--- config.mk ---
export PLATFORM = sky130hd
export DESIGN_NAME = pwrs_sequencer
export DESIGN_NICKNAME = d
export VERILOG_FILES = /design/src/pwrs_pkg.sv /design/src/pwrs_flag_sync.sv /design/src/pwrs_sequencer.sv
export SDC_FILE = /design/constraint.sdc
export NUM_CORES = 1
export LEC_CHECK = 0
export ABC_AREA = 1
export BUFFER_PORTS_ARGS = -buffer_cell sky130_fd_sc_hd__buf_2
export CAP_MARGIN = 20
export CORE_ASPECT_RATIO = 0.9
export CORE_UTILIZATION = 49
export DETAILED_ROUTE_END_ITERATION = 10
export PLACE_DENSITY = 0.71
export SLEW_MARGIN = 20
export SYNTH_ARGS = -nofsm -noshare
export SYNTH_HDL_FRONTEND = slang
export SYNTH_SLANG_ARGS = --single-unit
export TNS_END_PERCENT = 30
--- constraint.sdc ---
create_clock -name clock -period 2.5 [get_ports clock]
set_input_delay 0.5 -clock clock [delete_from_list [all_inputs] [get_ports clock]]
set_output_delay 0.5 -clock clock [all_outputs]
set_load 0.01 [all_outputs]
--- src/pwrs_pkg.sv ---
// package: register map, field layout, timing and state codes of the power sequencer
package pwrs_pkg;

    // ------------------------------------------------------------------
    // bus shape
    // ------------------------------------------------------------------
    localparam int AXI_ADDR_W = 8;
    localparam logic [1:0] RESP_OKAY = 2'h0;
    localparam logic [1:0] RESP_SLVERR = 2'h2;
    localparam logic [1:0] RESP_DECERR = 2'h3;

    // ------------------------------------------------------------------
    // register byte offsets
    // ------------------------------------------------------------------
    localparam logic [AXI_ADDR_W-1:0] REG_STATUS = 8'h00;
    localparam logic [AXI_ADDR_W-1:0] REG_RELEASE_TIME = 8'h04;
    localparam logic [AXI_ADDR_W-1:0] REG_FINE_SENS = 8'h08;
    localparam logic [AXI_ADDR_W-1:0] REG_ZERO_TRIM = 8'h0C;
    localparam logic [AXI_ADDR_W-1:0] REG_LOCK_CTRL = 8'h10;
    localparam logic [AXI_ADDR_W-1:0] REG_UNLOCK_CODE = 8'h24;

    // ------------------------------------------------------------------
    // field positions and widths
    // ------------------------------------------------------------------
    localparam int STATUS_STATE_LSB = 0;
    localparam int STATUS_UNLOCKED_BIT = 8;
    localparam int STATUS_PERMLOCK_BIT = 9;
    localparam int STATUS_WINDOW_BIT = 10;
    localparam int LOCK_CTRL_BIT = 0;
    localparam int UNLOCK_CODE_W = 30;
    localparam int COUNT_W = 16;
    localparam int WINDOW_W = 20;

    // ------------------------------------------------------------------
    // timing in printed units and in cycles of the 125 MHz clock
    // ------------------------------------------------------------------
    localparam int CLOCK_MHZ = 125;
    localparam int UNLOCK_WINDOW_MS = 8;
    localparam int UNLOCK_WINDOW_CYCLES = UNLOCK_WINDOW_MS * 1000 * CLOCK_MHZ;
    localparam int LOCKOUT_ENABLE_US = 64;
    localparam int LOCKOUT_ENABLE_CYCLES = LOCKOUT_ENABLE_US * CLOCK_MHZ;
    localparam int LOCKOUT_DISABLE_US = 64;
    localparam int LOCKOUT_DISABLE_CYCLES = LOCKOUT_DISABLE_US * CLOCK_MHZ;
    localparam int POWER_ON_RELEASE_US = 16;
    localparam logic [COUNT_W-1:0] RELEASE_TIME_RESET =
        16'(POWER_ON_RELEASE_US * CLOCK_MHZ);
    localparam int TRIM_W_DEFAULT = 9;

    // ------------------------------------------------------------------
    // output sequencing states
    // ------------------------------------------------------------------
    typedef enum logic [5:0] {
        ST_HIZ = 6'h01,
        ST_RELEASE = 6'h02,
        ST_NORMAL = 6'h04,
        ST_UV_PEND = 6'h08,
        ST_LOCKOUT = 6'h10,
        ST_UV_EXIT = 6'h20
    } pwrs_state_e;

endpackage : pwrs_pkg

--- src/pwrs_flag_sync.sv ---
// module: three-stage synchroniser with agreement filter for comparator flags
`timescale 1ns/1ps
`default_nettype none

module pwrs_flag_sync #(
    parameter int WIDTH = 4
) (
    input wire logic clock,
    input wire logic reset,
    input wire logic [WIDTH-1:0] asyncIn,
    output logic [WIDTH-1:0] syncOut
);
    import pwrs_pkg::*;

    typedef struct packed {
        logic [WIDTH-1:0] s1;
        logic [WIDTH-1:0] s2;
        logic [WIDTH-1:0] s3;
        logic [WIDTH-1:0] out;
    } pwrs_sync_s;

    pwrs_sync_s q;
    pwrs_sync_s d;

    // ------------------------------------------------------------------
    // elaboration check
    // ------------------------------------------------------------------
    if (WIDTH < 1)
    begin : g_chk
        $error("flag width must be at least one");
    end

    // shift chain; the output bit only changes when stages two and three agree
    always_comb
    begin
        d = q;
        d.s1 = asyncIn;
        d.s2 = q.s1;
        d.s3 = q.s2;
        d.out = (q.s2 & q.s3) | (q.out & (q.s2 ^ q.s3));
    end

    // state register
    always_ff @(posedge clock)
    begin
        if (reset)
        begin
            q <= '0;
        end
        else
        begin
            q <= d;
        end
    end

    assign syncOut = q.out;

endmodule : pwrs_flag_sync

`default_nettype wire

--- src/pwrs_sequencer.sv ---
// module: power-up, undervoltage lockout and register access lock with AXI4-Lite
//
// Overview of operation
// - reset holds internal reset on and the output at high impedance
// - rising power-on flag starts the release counter
// - normal output only after release time and upper undervoltage flag
// - supply below falling power-on threshold reasserts reset, high impedance
// - below lower undervoltage threshold output grounds until upper reached
// - lockout engages only after the lockout enable delay
// - lockout releases only after the lockout disable delay
// - recovery above lower threshold during enable delay keeps normal output
// - power-on drop during enable delay goes straight to high impedance
// - locked after power-up; all register reads and all writes except to 0x24 refused
// - correct 30-bit code at 0x24 within 8 ms unlocks access
// - every power cycle restores the default lock
// - permanent lock after power cycle rejects every access
// - permanent lock ignores the unlock code; only reset or a power-up with permanentLockStored low clears it
`timescale 1ns/1ps
`default_nettype none

module pwrs_sequencer #(
    parameter int UNLOCK_WINDOW_CYCLES = pwrs_pkg::UNLOCK_WINDOW_CYCLES,
    parameter int ENABLE_DELAY_CYCLES = pwrs_pkg::LOCKOUT_ENABLE_CYCLES,
    parameter int DISABLE_DELAY_CYCLES = pwrs_pkg::LOCKOUT_DISABLE_CYCLES,
    parameter int TRIM_W = pwrs_pkg::TRIM_W_DEFAULT,
    // arbitrary value, replace per product
    parameter logic [29:0] UNLOCK_CODE = 30'h0ABC_1234
) (
    input wire logic clock,
    input wire logic reset,
    input wire logic risingPowerOnFlag,
    input wire logic fallingPowerOnFlag,
    input wire logic upperUndervoltageFlag,
    input wire logic lowerUndervoltageFlag,
    input wire logic permanentLockStored,
    output logic outputDriveEnable,
    output logic outputPullGround,
    output logic internalReset,
    output logic [TRIM_W-1:0] fineSensitivity,
    output logic [TRIM_W-1:0] zeroFieldOutputTrim,
    output logic permanentLockProgram,
    input wire logic s_axi_awvalid,
    output logic s_axi_awready,
    input wire logic [pwrs_pkg::AXI_ADDR_W-1:0] s_axi_awaddr,
    input wire logic s_axi_wvalid,
    output logic s_axi_wready,
    input wire logic [31:0] s_axi_wdata,
    input wire logic [3:0] s_axi_wstrb,
    output logic s_axi_bvalid,
    input wire logic s_axi_bready,
    output logic [1:0] s_axi_bresp,
    input wire logic s_axi_arvalid,
    output logic s_axi_arready,
    input wire logic [pwrs_pkg::AXI_ADDR_W-1:0] s_axi_araddr,
    output logic s_axi_rvalid,
    input wire logic s_axi_rready,
    output logic [31:0] s_axi_rdata,
    output logic [1:0] s_axi_rresp
);
    import pwrs_pkg::*;

    // ------------------------------------------------------------------
    // elaboration checks
    // ------------------------------------------------------------------
    if (UNLOCK_WINDOW_CYCLES < 1 || UNLOCK_WINDOW_CYCLES > 2**WINDOW_W)
    begin : g_chk_window
        $error("unlock window does not fit its counter");
    end
    if (ENABLE_DELAY_CYCLES < 1 || ENABLE_DELAY_CYCLES > 2**COUNT_W
        || DISABLE_DELAY_CYCLES < 1 || DISABLE_DELAY_CYCLES > 2**COUNT_W)
    begin : g_chk_delay
        $error("lockout delays do not fit the counter");
    end
    if (TRIM_W < 1 || TRIM_W > 32)
    begin : g_chk_trim
        $error("trim width must be 1 to 32");
    end

    typedef struct packed {
        pwrs_state_e st;
        logic [COUNT_W-1:0] cnt;
        logic [WINDOW_W-1:0] winCnt;
        logic winOpen;
        logic unlocked;
        logic permLock;
        logic drive;
        logic ground;
        logic rstOut;
        logic [COUNT_W-1:0] relTime;
        logic [TRIM_W-1:0] fineSens;
        logic [TRIM_W-1:0] zeroTrim;
        logic lockProg;
        logic awHave;
        logic [AXI_ADDR_W-1:0] awAddr;
        logic wHave;
        logic [31:0] wData;
        logic [3:0] wStrb;
        logic bValid;
        logic [1:0] bResp;
        logic rValid;
        logic [31:0] rData;
        logic [1:0] rResp;
    } pwrs_regs_s;

    pwrs_regs_s q;
    pwrs_regs_s d;
    logic [3:0] flagsSync;
    logic porHighS;
    logic porLowS;
    logic uvHighS;
    logic uvLowS;

    // byte-lane merge of a write into a stored word
    function automatic logic [31:0] mergeBytes(input logic [31:0] oldW,
        input logic [31:0] newW, input logic [3:0] strb);
        logic [31:0] res;
        res = oldW;
        for (int i = 0; i < 4; i++)
        begin
            if (strb[i])
            begin
                res[8*i +: 8] = newW[8*i +: 8];
            end
        end
        return res;
    endfunction : mergeBytes

    // ------------------------------------------------------------------
    // comparator flag synchronisers
    // ------------------------------------------------------------------
    pwrs_flag_sync #(
        .WIDTH(4)
    ) u_flag_sync (
        .clock(clock),
        .reset(reset),
        .asyncIn({lowerUndervoltageFlag, upperUndervoltageFlag,
                  fallingPowerOnFlag, risingPowerOnFlag}),
        .syncOut(flagsSync)
    );

    assign porHighS = flagsSync[0];
    assign porLowS = flagsSync[1];
    assign uvHighS = flagsSync[2];
    assign uvLowS = flagsSync[3];

    // ------------------------------------------------------------------
    // next-state logic
    // ------------------------------------------------------------------
    always_comb
    begin
        d = q;
        // unlock window runs from power-up until it expires
        if (q.winOpen)
        begin
            d.winCnt = q.winCnt + 20'h0_0001;
            if (q.winCnt == WINDOW_W'(UNLOCK_WINDOW_CYCLES - 1))
            begin
                d.winOpen = 1'b0;
            end
        end
        // output sequencer
        case (q.st)
            ST_HIZ:
            begin
                d.cnt = '0;
                if (porHighS)
                begin
                    d.st = ST_RELEASE;
                    d.winOpen = 1'b1;
                    d.winCnt = '0;
                    d.permLock = permanentLockStored;
                end
            end
            ST_RELEASE:
            begin
                if (!porLowS)
                begin
                    d.st = ST_HIZ;
                end
                else if (q.cnt >= q.relTime && uvHighS)
                begin
                    d.st = ST_NORMAL;
                    d.cnt = '0;
                end
                else if (q.cnt < q.relTime)
                begin
                    d.cnt = q.cnt + 16'h0001;
                end
            end
            ST_NORMAL:
            begin
                d.cnt = '0;
                if (!porLowS)
                begin
                    d.st = ST_HIZ;
                end
                else if (!uvLowS)
                begin
                    d.st = ST_UV_PEND;
                end
            end
            ST_UV_PEND:
            begin
                d.cnt = q.cnt + 16'h0001;
                if (!porLowS)
                begin
                    d.st = ST_HIZ;
                end
                else if (uvLowS)
                begin
                    d.st = ST_NORMAL;
                end
                else if (q.cnt == COUNT_W'(ENABLE_DELAY_CYCLES - 1))
                begin
                    d.st = ST_LOCKOUT;
                end
            end
            ST_LOCKOUT:
            begin
                d.cnt = '0;
                if (!porLowS)
                begin
                    d.st = ST_HIZ;
                end
                else if (uvHighS)
                begin
                    d.st = ST_UV_EXIT;
                end
            end
            ST_UV_EXIT:
            begin
                d.cnt = q.cnt + 16'h0001;
                if (!porLowS)
                begin
                    d.st = ST_HIZ;
                end
                else if (!uvHighS)
                begin
                    d.st = ST_LOCKOUT;
                end
                else if (q.cnt == COUNT_W'(DISABLE_DELAY_CYCLES - 1))
                begin
                    d.st = ST_NORMAL;
                end
            end
            default:
            begin
                d.st = ST_HIZ;
                d.cnt = '0;
            end
        endcase
        if (d.st != q.st)
        begin
            d.cnt = '0;
        end
        // response channels retire on their ready
        if (q.bValid && s_axi_bready)
        begin
            d.bValid = 1'b0;
        end
        if (q.rValid && s_axi_rready)
        begin
            d.rValid = 1'b0;
        end
        // address and data captured independently
        if (s_axi_awvalid && !q.awHave && !q.bValid)
        begin
            d.awHave = 1'b1;
            d.awAddr = s_axi_awaddr;
        end
        if (s_axi_wvalid && !q.wHave && !q.bValid)
        begin
            d.wHave = 1'b1;
            d.wData = s_axi_wdata;
            d.wStrb = s_axi_wstrb;
        end
        // write executes once both halves are held
        if (q.awHave && q.wHave && !q.bValid)
        begin
            d.awHave = 1'b0;
            d.wHave = 1'b0;
            d.bValid = 1'b1;
            d.bResp = RESP_OKAY;
            if (q.permLock)
            begin
                d.bResp = RESP_SLVERR;
            end
            else if (q.awAddr == REG_UNLOCK_CODE)
            begin
                if (q.winOpen
                    && q.wData[UNLOCK_CODE_W-1:0] == UNLOCK_CODE)
                begin
                    d.unlocked = 1'b1;
                end
            end
            else if (!q.unlocked)
            begin
                d.bResp = RESP_SLVERR;
            end
            else
            begin
                case (q.awAddr)
                    REG_STATUS: d.bResp = RESP_OKAY;
                    REG_RELEASE_TIME: d.relTime = COUNT_W'(mergeBytes(
                        32'(q.relTime), q.wData, q.wStrb));
                    REG_FINE_SENS: d.fineSens = TRIM_W'(mergeBytes(
                        32'(q.fineSens), q.wData, q.wStrb));
                    REG_ZERO_TRIM: d.zeroTrim = TRIM_W'(mergeBytes(
                        32'(q.zeroTrim), q.wData, q.wStrb));
                    REG_LOCK_CTRL: d.lockProg = q.wStrb[LOCK_CTRL_BIT / 8]
                        ? q.wData[LOCK_CTRL_BIT] : q.lockProg;
                    default: d.bResp = RESP_DECERR;
                endcase
            end
        end
        // read answers in the cycle after the address is taken
        if (s_axi_arvalid && !q.rValid)
        begin
            d.rValid = 1'b1;
            d.rData = '0;
            d.rResp = RESP_OKAY;
            if (q.permLock || !q.unlocked)
            begin
                d.rResp = RESP_SLVERR;
            end
            else
            begin
                case (s_axi_araddr)
                    REG_STATUS:
                    begin
                        d.rData[STATUS_STATE_LSB +: 6] = q.st;
                        d.rData[STATUS_UNLOCKED_BIT] = q.unlocked;
                        d.rData[STATUS_PERMLOCK_BIT] = q.permLock;
                        d.rData[STATUS_WINDOW_BIT] = q.winOpen;
                    end
                    REG_RELEASE_TIME: d.rData = 32'(q.relTime);
                    REG_FINE_SENS: d.rData = 32'(q.fineSens);
                    REG_ZERO_TRIM: d.rData = 32'(q.zeroTrim);
                    REG_LOCK_CTRL: d.rData[LOCK_CTRL_BIT] = q.lockProg;
                    REG_UNLOCK_CODE: d.rResp = RESP_SLVERR;
                    default: d.rResp = RESP_DECERR;
                endcase
            end
        end
        // losing power closes access and the window again
        if (d.st == ST_HIZ)
        begin
            d.unlocked = 1'b0;
            d.winOpen = 1'b0;
        end
        d.drive = (d.st != ST_HIZ) && (d.st != ST_RELEASE);
        d.ground = (d.st == ST_LOCKOUT) || (d.st == ST_UV_EXIT);
        d.rstOut = (d.st == ST_HIZ) || (d.st == ST_RELEASE);
    end

    // state register; reset is power-on reset
    always_ff @(posedge clock)
    begin
        if (reset)
        begin
            q <= '0;
            q.st <= ST_HIZ;
            q.rstOut <= 1'b1;
            q.relTime <= RELEASE_TIME_RESET;
        end
        else
        begin
            q <= d;
        end
    end

    // ------------------------------------------------------------------
    // outputs
    // ------------------------------------------------------------------
    assign outputDriveEnable = q.drive;
    assign outputPullGround = q.ground;
    assign internalReset = q.rstOut;
    assign fineSensitivity = q.fineSens;
    assign zeroFieldOutputTrim = q.zeroTrim;
    assign permanentLockProgram = q.lockProg;
    assign s_axi_awready = !q.awHave && !q.bValid;
    assign s_axi_wready = !q.wHave && !q.bValid;
    assign s_axi_bvalid = q.bValid;
    assign s_axi_bresp = q.bResp;
    assign s_axi_arready = !q.rValid;
    assign s_axi_rvalid = q.rValid;
    assign s_axi_rdata = q.rData;
    assign s_axi_rresp = q.rResp;
endmodule : pwrs_sequencer

`default_nettype wire

## Word level (Yosys, flattened, before mapping)

Cells that the tools add are included.
W data, S select, Z words.

- Register bits: 179
- Input bits: 64
- Output and inout bits: 63
- Logic and storage cells: 146

- Add/subtract/negate cells: 2
- Magnitude comparators: 2
- Equal/unequal tests: 28
- Mux-type cells: 37
- Bitwise operators: 6
- Reductions and logical operators: 41

Operators with widths:

| kind | count |
|---|---|
| $pmux W22 S6 | 1 |
| $mux W6 | 13 |
| $mux W21 | 3 |
| $mux W16 | 3 |
| $reduce_and A6 Y1 | 7 |
| $mux W35 | 1 |
| $eq A8 B4 Y1 const B | 4 |
| $mux W32 | 1 |
| $eq A30 B28 Y1 const B | 1 |
| $add A20 B1 Y20 const B | 1 |
| $eq A20 B20 Y1 const B | 1 |
| $pmux W5 S4 | 1 |
| $add A16 B1 Y16 const B | 1 |
| $eq A16 B13 Y1 const B | 1 |
| $eq A8 B3 Y1 const B | 2 |
| $eq A8 B5 Y1 const B | 2 |
| $eq A8 B6 Y1 const B | 2 |
| $ge A16 B16 Y1 | 1 |
| $logic_not A8 Y1 | 2 |
| $lt A16 B16 Y1 | 1 |
| $logic_and A1 B1 Y1 | 14 |
| $eq A6 B1 Y1 const B | 2 |
| $eq A6 B2 Y1 const B | 2 |
| $eq A6 B5 Y1 const B | 2 |
| 27 further kinds | 47 |

## Depth between registers and ports, before layout

- Depth in word-level cells: 7
- Gate-level depth with buffers: 22
- Depth with buffers taken out: 21

## Modules after synthesis

Synthesis repeated with hierarchy kept, for this count alone.

- Cells, all modules: 1,068
- Area total of the unflattened synthesis: 7,930.1 um^2

Modules (own cells, without submodules):

| module | times used | cells each | area an instance (um^2) | seq. area each (um^2) |
|---|---|---|---|---|
| pwrs_sequencer | 1 | 1,006 | 7,355.8 | 2,942.8 |
| pwrs_flag_sync | 1 | 62 | 574.3 | 320.3 |

## Worst setup path after synthesis

OpenSTA, ideal clock, no wires.

- Kind: register -> register
- Start: reg q[118] (netlist name)
- End: reg q[148] (netlist name)
- Setup time: 62 ps
- Arrival time: 2,002 ps
- Required time: 2,438 ps
- Path slack: 436 ps
- Stages on the path, launching flop included: 15
- Buffers on the path: 1
- Period minus slack after synthesis: 2,064 ps
- Cells stage by stage: dfxtp_1 > inv_1 > ha_1 > a21oi_1 > o21ai_0 > a21oi_1 > nand3_1 > nand2_1 > nand2_1 > nand2_1 > inv_1 > nand2_1 > clkbuf_1 > nand3_1 > nor2_4

- Word-level cells in the longest chain between the ends: 7
- Elaborated cells on any way between the ends: 12
- Classes of those cells: order compare (2); eq/ne (2); mux (5); reduce/logical (3)

Ends and longest elaborated chain:

| what | RTL line | RTL |
|---|---|---|
| start, declared | pwrs_sequencer.sv:105 | `pwrs_regs_s q;` |
| $ge A16 B16 Y1 | pwrs_sequencer.sv:180 | `else if (q.cnt >= q.relTime && uvHighS)` |
| $logic_and A1 B1 Y1 | pwrs_sequencer.sv:180 |  |
| $mux W6 | pwrs_sequencer.sv:180 |  |
| $mux W6 | pwrs_sequencer.sv:176 | `if (!porLowS)` |
| $pmux W22 S6 | pwrs_sequencer.sv:162 | `case (q.st)` |
| $ne A6 B6 Y1 | pwrs_sequencer.sv:252 | `if (d.st != q.st)` |
| $reduce_or A2 Y1 (no source line) | n/a |  |

Parallel ways exist; a longest one is shown, timed or not. The select of a mux whose other input is x is not followed.
A chain may end at the register's enable or synchronous reset.

## Worst setup path after layout

- Start: reg q[114] (netlist name)
- End: reg q[150] (netlist name)

Same word-level chain as after synthesis.

==> results by group <==
Cells and area
  – Antenna diode count: 0
  – Number of fill cells: 1441
  – Relative area change from synthesis to final layout: 15.0%
  – Final std cell area, no fill: 8980 sq um
  – Total Nets Final: ~1200
  – Layout cell share with drive strength beyond 1: between 10% and 20%

Detailed routing
  – Initial DRC Count: about 520
  – Detailed Route WL: approximately 18 mm
  – Total number of vias: 6926
  – Drt first pass iters: 5
  – Via count normalized by instance count: a little over 5
  – Routed length per placed instance: 13.5 microns
  – Number of nets still failing antenna checks after routing: 0
  – DRC violation count after routing: 0

Floorplanning
  – Total die area: 16400 sq um
  – Io pins: roughly 130
  – Starting Density: 50.4%
  – Die H: between 100 and 150 microns
  – Standard-cell row count: 43
  – Core box area: about 15000 sq um
  – Horizontal extent of the die: approximately 140 microns

Power and ir drop
  – Portion of total power attributed to the clock network: around 47%
  – Switching Power: ~1300 uW
  – VDD IR-drop max: around 0.50 mV
  – Static leakage power: roughly 0.0039 uW
  – Power Dens Cells: 651 nW/um^2
  – Proportion of power drawn by combinational gates: under 10%
  – Sequential power share: between 40% and 50%
  – Int Power: approximately 4500 uW
  – Switching portion of total power: 22.8%

Synthesis
  – Synth Register Bits: between 150 and 200
  – Number of instances in the synthesized netlist: about 1100
  – Number of enable flip-flop cells after synthesis: 0
  – Register area share after synthesis: 41.8%
  – Synthesized area divided by synthesized cell count: roughly 7.4 sq um
  – Count of distinct cell types in the synthesized netlist: 47
  – Most used flip-flop cell after synthesis: sky130_fd_sc_hd__dfxtp_1
  – Ys Warns: 0
  – Post-synthesis cell area: roughly 7800 sq um
  – Async set-reset flop share out of synthesis: 0%

Placed design
  – HPWL reported at the end of detailed placement: between 10 and 15 mm
  – Final RePlAce weighted congestion: about 0.86
  – Post-detailed-placement cell area: around 8300 sq um
  – Port buffer count: approximately 110

Min path
  – Min-Delay Path Class: input pin to flop
  – Worst hold stages: 3
  – Min-delay src: upperUndervoltageFlag

Clock network
  – Total CTS buffers: 17
  – Root Driver: sky130_fd_sc_hd__clkbuf_16
  – Clk pin slew, worst setup/hold paths: approximately 60 ps
  – Clock latency on the worst-skew pair: approximately 430 ps
  – # hold bufs at CTS: 0
  – CTS tree: yes
  – Num Clock Sinks: about 160
  – H-tree depth: 4
  – Max Root-Sink Buffers: 2

Critical path
  – Critical R2R Launch: q[114]
  – Most frequent CP cell: sky130_fd_sc_hd__nand2_1
  – Sort of element at the start of the critical path: flop
  – Largest driver fanout on the critical path: 8
  – Startpoint of the worst setup timing path: q[114]
  – Crit-path max cell delay: about 380 ps
  – Slowest cell on crit path: sky130_fd_sc_hd__dfxtp_1
  – Critical setup path kind: flop to flop
  – Data required time of the worst path: ~2900 ps
  – Type of destination of the critical path: flop
  – Signal arrival time at the worst endpoint: 2700 ps
  – Worst-path cell chain: inv_1 -> ha_1 -> a21oi_1 -> nand2_1 -> a21oi_1 -> nand3_1 -> nand2_2 -> nand2_1 -> nand3_2 -> nand2_1 -> nand2_1 -> nand2_1 -> nor2_4 -> nand3_4 -> clkbuf_16 -> nor2_4
  – R2r setup slk: 160 ps
  – Register-to-Register Path Depth: 16

STA
  – Final Max Slew Viols: 0
  – Final-layout worst hold slack: 266 ps
  – Worst clock skew: approximately 13 ps
  – Final period demand of the worst path: 2340 ps
  – Actual transition at the worst max-transition pin: roughly 630 ps
  – Max frequency: approximately 430 MHz
  – Hold Fails Final Rpt: 0
  – Worst slew margin relative to its limit: between 50% and 60%
  – Final period util: between 90 and 100%
  – Final setup violating endpoints: 0
  – Sum of negative setup slack: 0 ps

Global routing
  – Global route overflow: 0
  – Number of antenna violations at the first check in global routing: 0
  – Via count of the first global-routing pass: roughly 6000
  – Largest net degree at the start of global routing: 65
  – Wire length of the first global-routing pass: around 30 mm
  – Total global routing track utilization: 23.2%

Flow run
  – Number of max-capacitance violations reported: 0

Run status
  – Result of the run: complete, no violations
-- layout make-up --
cell class | instances | area (sq um) | share of cell area (%)
clock buffers | 21 | 450 | 5.02
clock inverters | 11 | 175 | 1.95
well taps | 202 | 253 | 2.81
inverters | 122 | 458 | 5.10
repair buffers | 126 | 723 | 8.05
multi-input cells | 699 | 3650 | 40.7
flip-flops and latches | 163 | 3270 | 36.4
-- cells in the mapped netlist, drive strengths merged (4+ instances only) --
cell / number / share of area [%]
a211oi: 10 / 0.96
a21oi: 89 / 5.7
buf: 62 / 5.8
clkbuf: 22 / 1.1
clkinv: 6 / 0.29
dfxtp: 163 / 42
ha: 22 / 3.5
inv: 116 / 5.6
nand2: 145 / 7.1
nand3: 52 / 3.5
nand3b: 4 / 0.38
nand4: 27 / 2.2
nor2: 174 / 9.7
nor3: 21 / 1.5
nor4: 8 / 0.64
o2111ai: 4 / 0.45
o21ai: 85 / 5.4
xnor2: 6 / 0.67
xor2: 11 / 1.2
-- path summary, 6_finish.rpt --
kind,to
hold / removal,u_flag_sync.d[10]
hold reg to reg,u_flag_sync.d[5]
setup reg to reg,q[150]
setup / recovery,q[150]
-- metal layers --
layer  up-vias  GRT usage [%]  part of all wire (%)
met4         0           7.09                   1.2
met2       191           37.7                    45
met3        19           4.41                   6.2
met1      3163           31.3                    48
li1       3553              -                     -
met5         -              0                     0
-- what timing repair did --
action                                  4_1_cts  5_1_grt
resized for setup                             0       12
setup buffers                                 0        0
endpoints found under the setup margin        0       24
-- placed cells by master, fill, tap and decap left out, drive strengths merged, types with 21 or more instances in the layout --
master	n
a21oi	89
buf	125
clkbuf	22
dfxtp	163
ha	22
inv	118
nand2	145
nand3	52
nand4	27
nor2	174
nor3	21
o21ai	85
-- sequential cells by signal (all words and copies together) (netlist names) --
name and flops:
q 103, s_axi_rresp 2, u_flag_sync.syncOut 4, outputPullGround 1, outputDriveEnable 1, s_axi_bvalid 1, u_flag_sync.d 8, s_axi_rdata 16
zeroFieldOutputTrim 9, internalReset 1, s_axi_bresp 2, fineSensitivity 9, u_flag_sync.q 4, permanentLockProgram 1, s_axi_rvalid 1
-- cell families after synthesis --
kind of cell	Yosys count	synth area share [%]
AO/OA/AOI/OAI	209	14.6
XOR/XNOR	17	1.91
adder cells (fa/ha/maj)	22	3.52
buffers and inverters	206	12.8
flip-flops	163	41.8
other	1	0.0480
AND/OR/NAND/NOR	435	25.4
-- worst max-delay path: cells and delay by family (launching register included) --
family / cells / cell delay [ps]
fa+ha+maj: 1 / 330
flops: 1 / 380
compound gates: 2 / 290
simple gates: 11 / 980
buf+inv: 2 / 300
-- power groups by stage --
stage	combinational [uW]	clock, uW	sequential, uW
6_report	360	2760	2720
5_1_grt	415	2910	2730
4_1_cts	356	2800	2720
3_5_place_dp	354	0	2780
3_3_place_gp	348	0	2780
2_1_floorplan	259	0	2770
-- per-stage QoR --
step                      total power (uW)  std cells  setup WS (ps)  util (%)
final                                 5840       1344            162      58.0
after global placement                3120       1311            154      53.4
after floorplan                       3030       1068            436         -
after CTS                             5880       1343            110      57.5
after global routing                  6050       1344          -23.7      58.0
after detailed placement              3130       1311            121      53.4
Power figures use the tool's default switching activity.
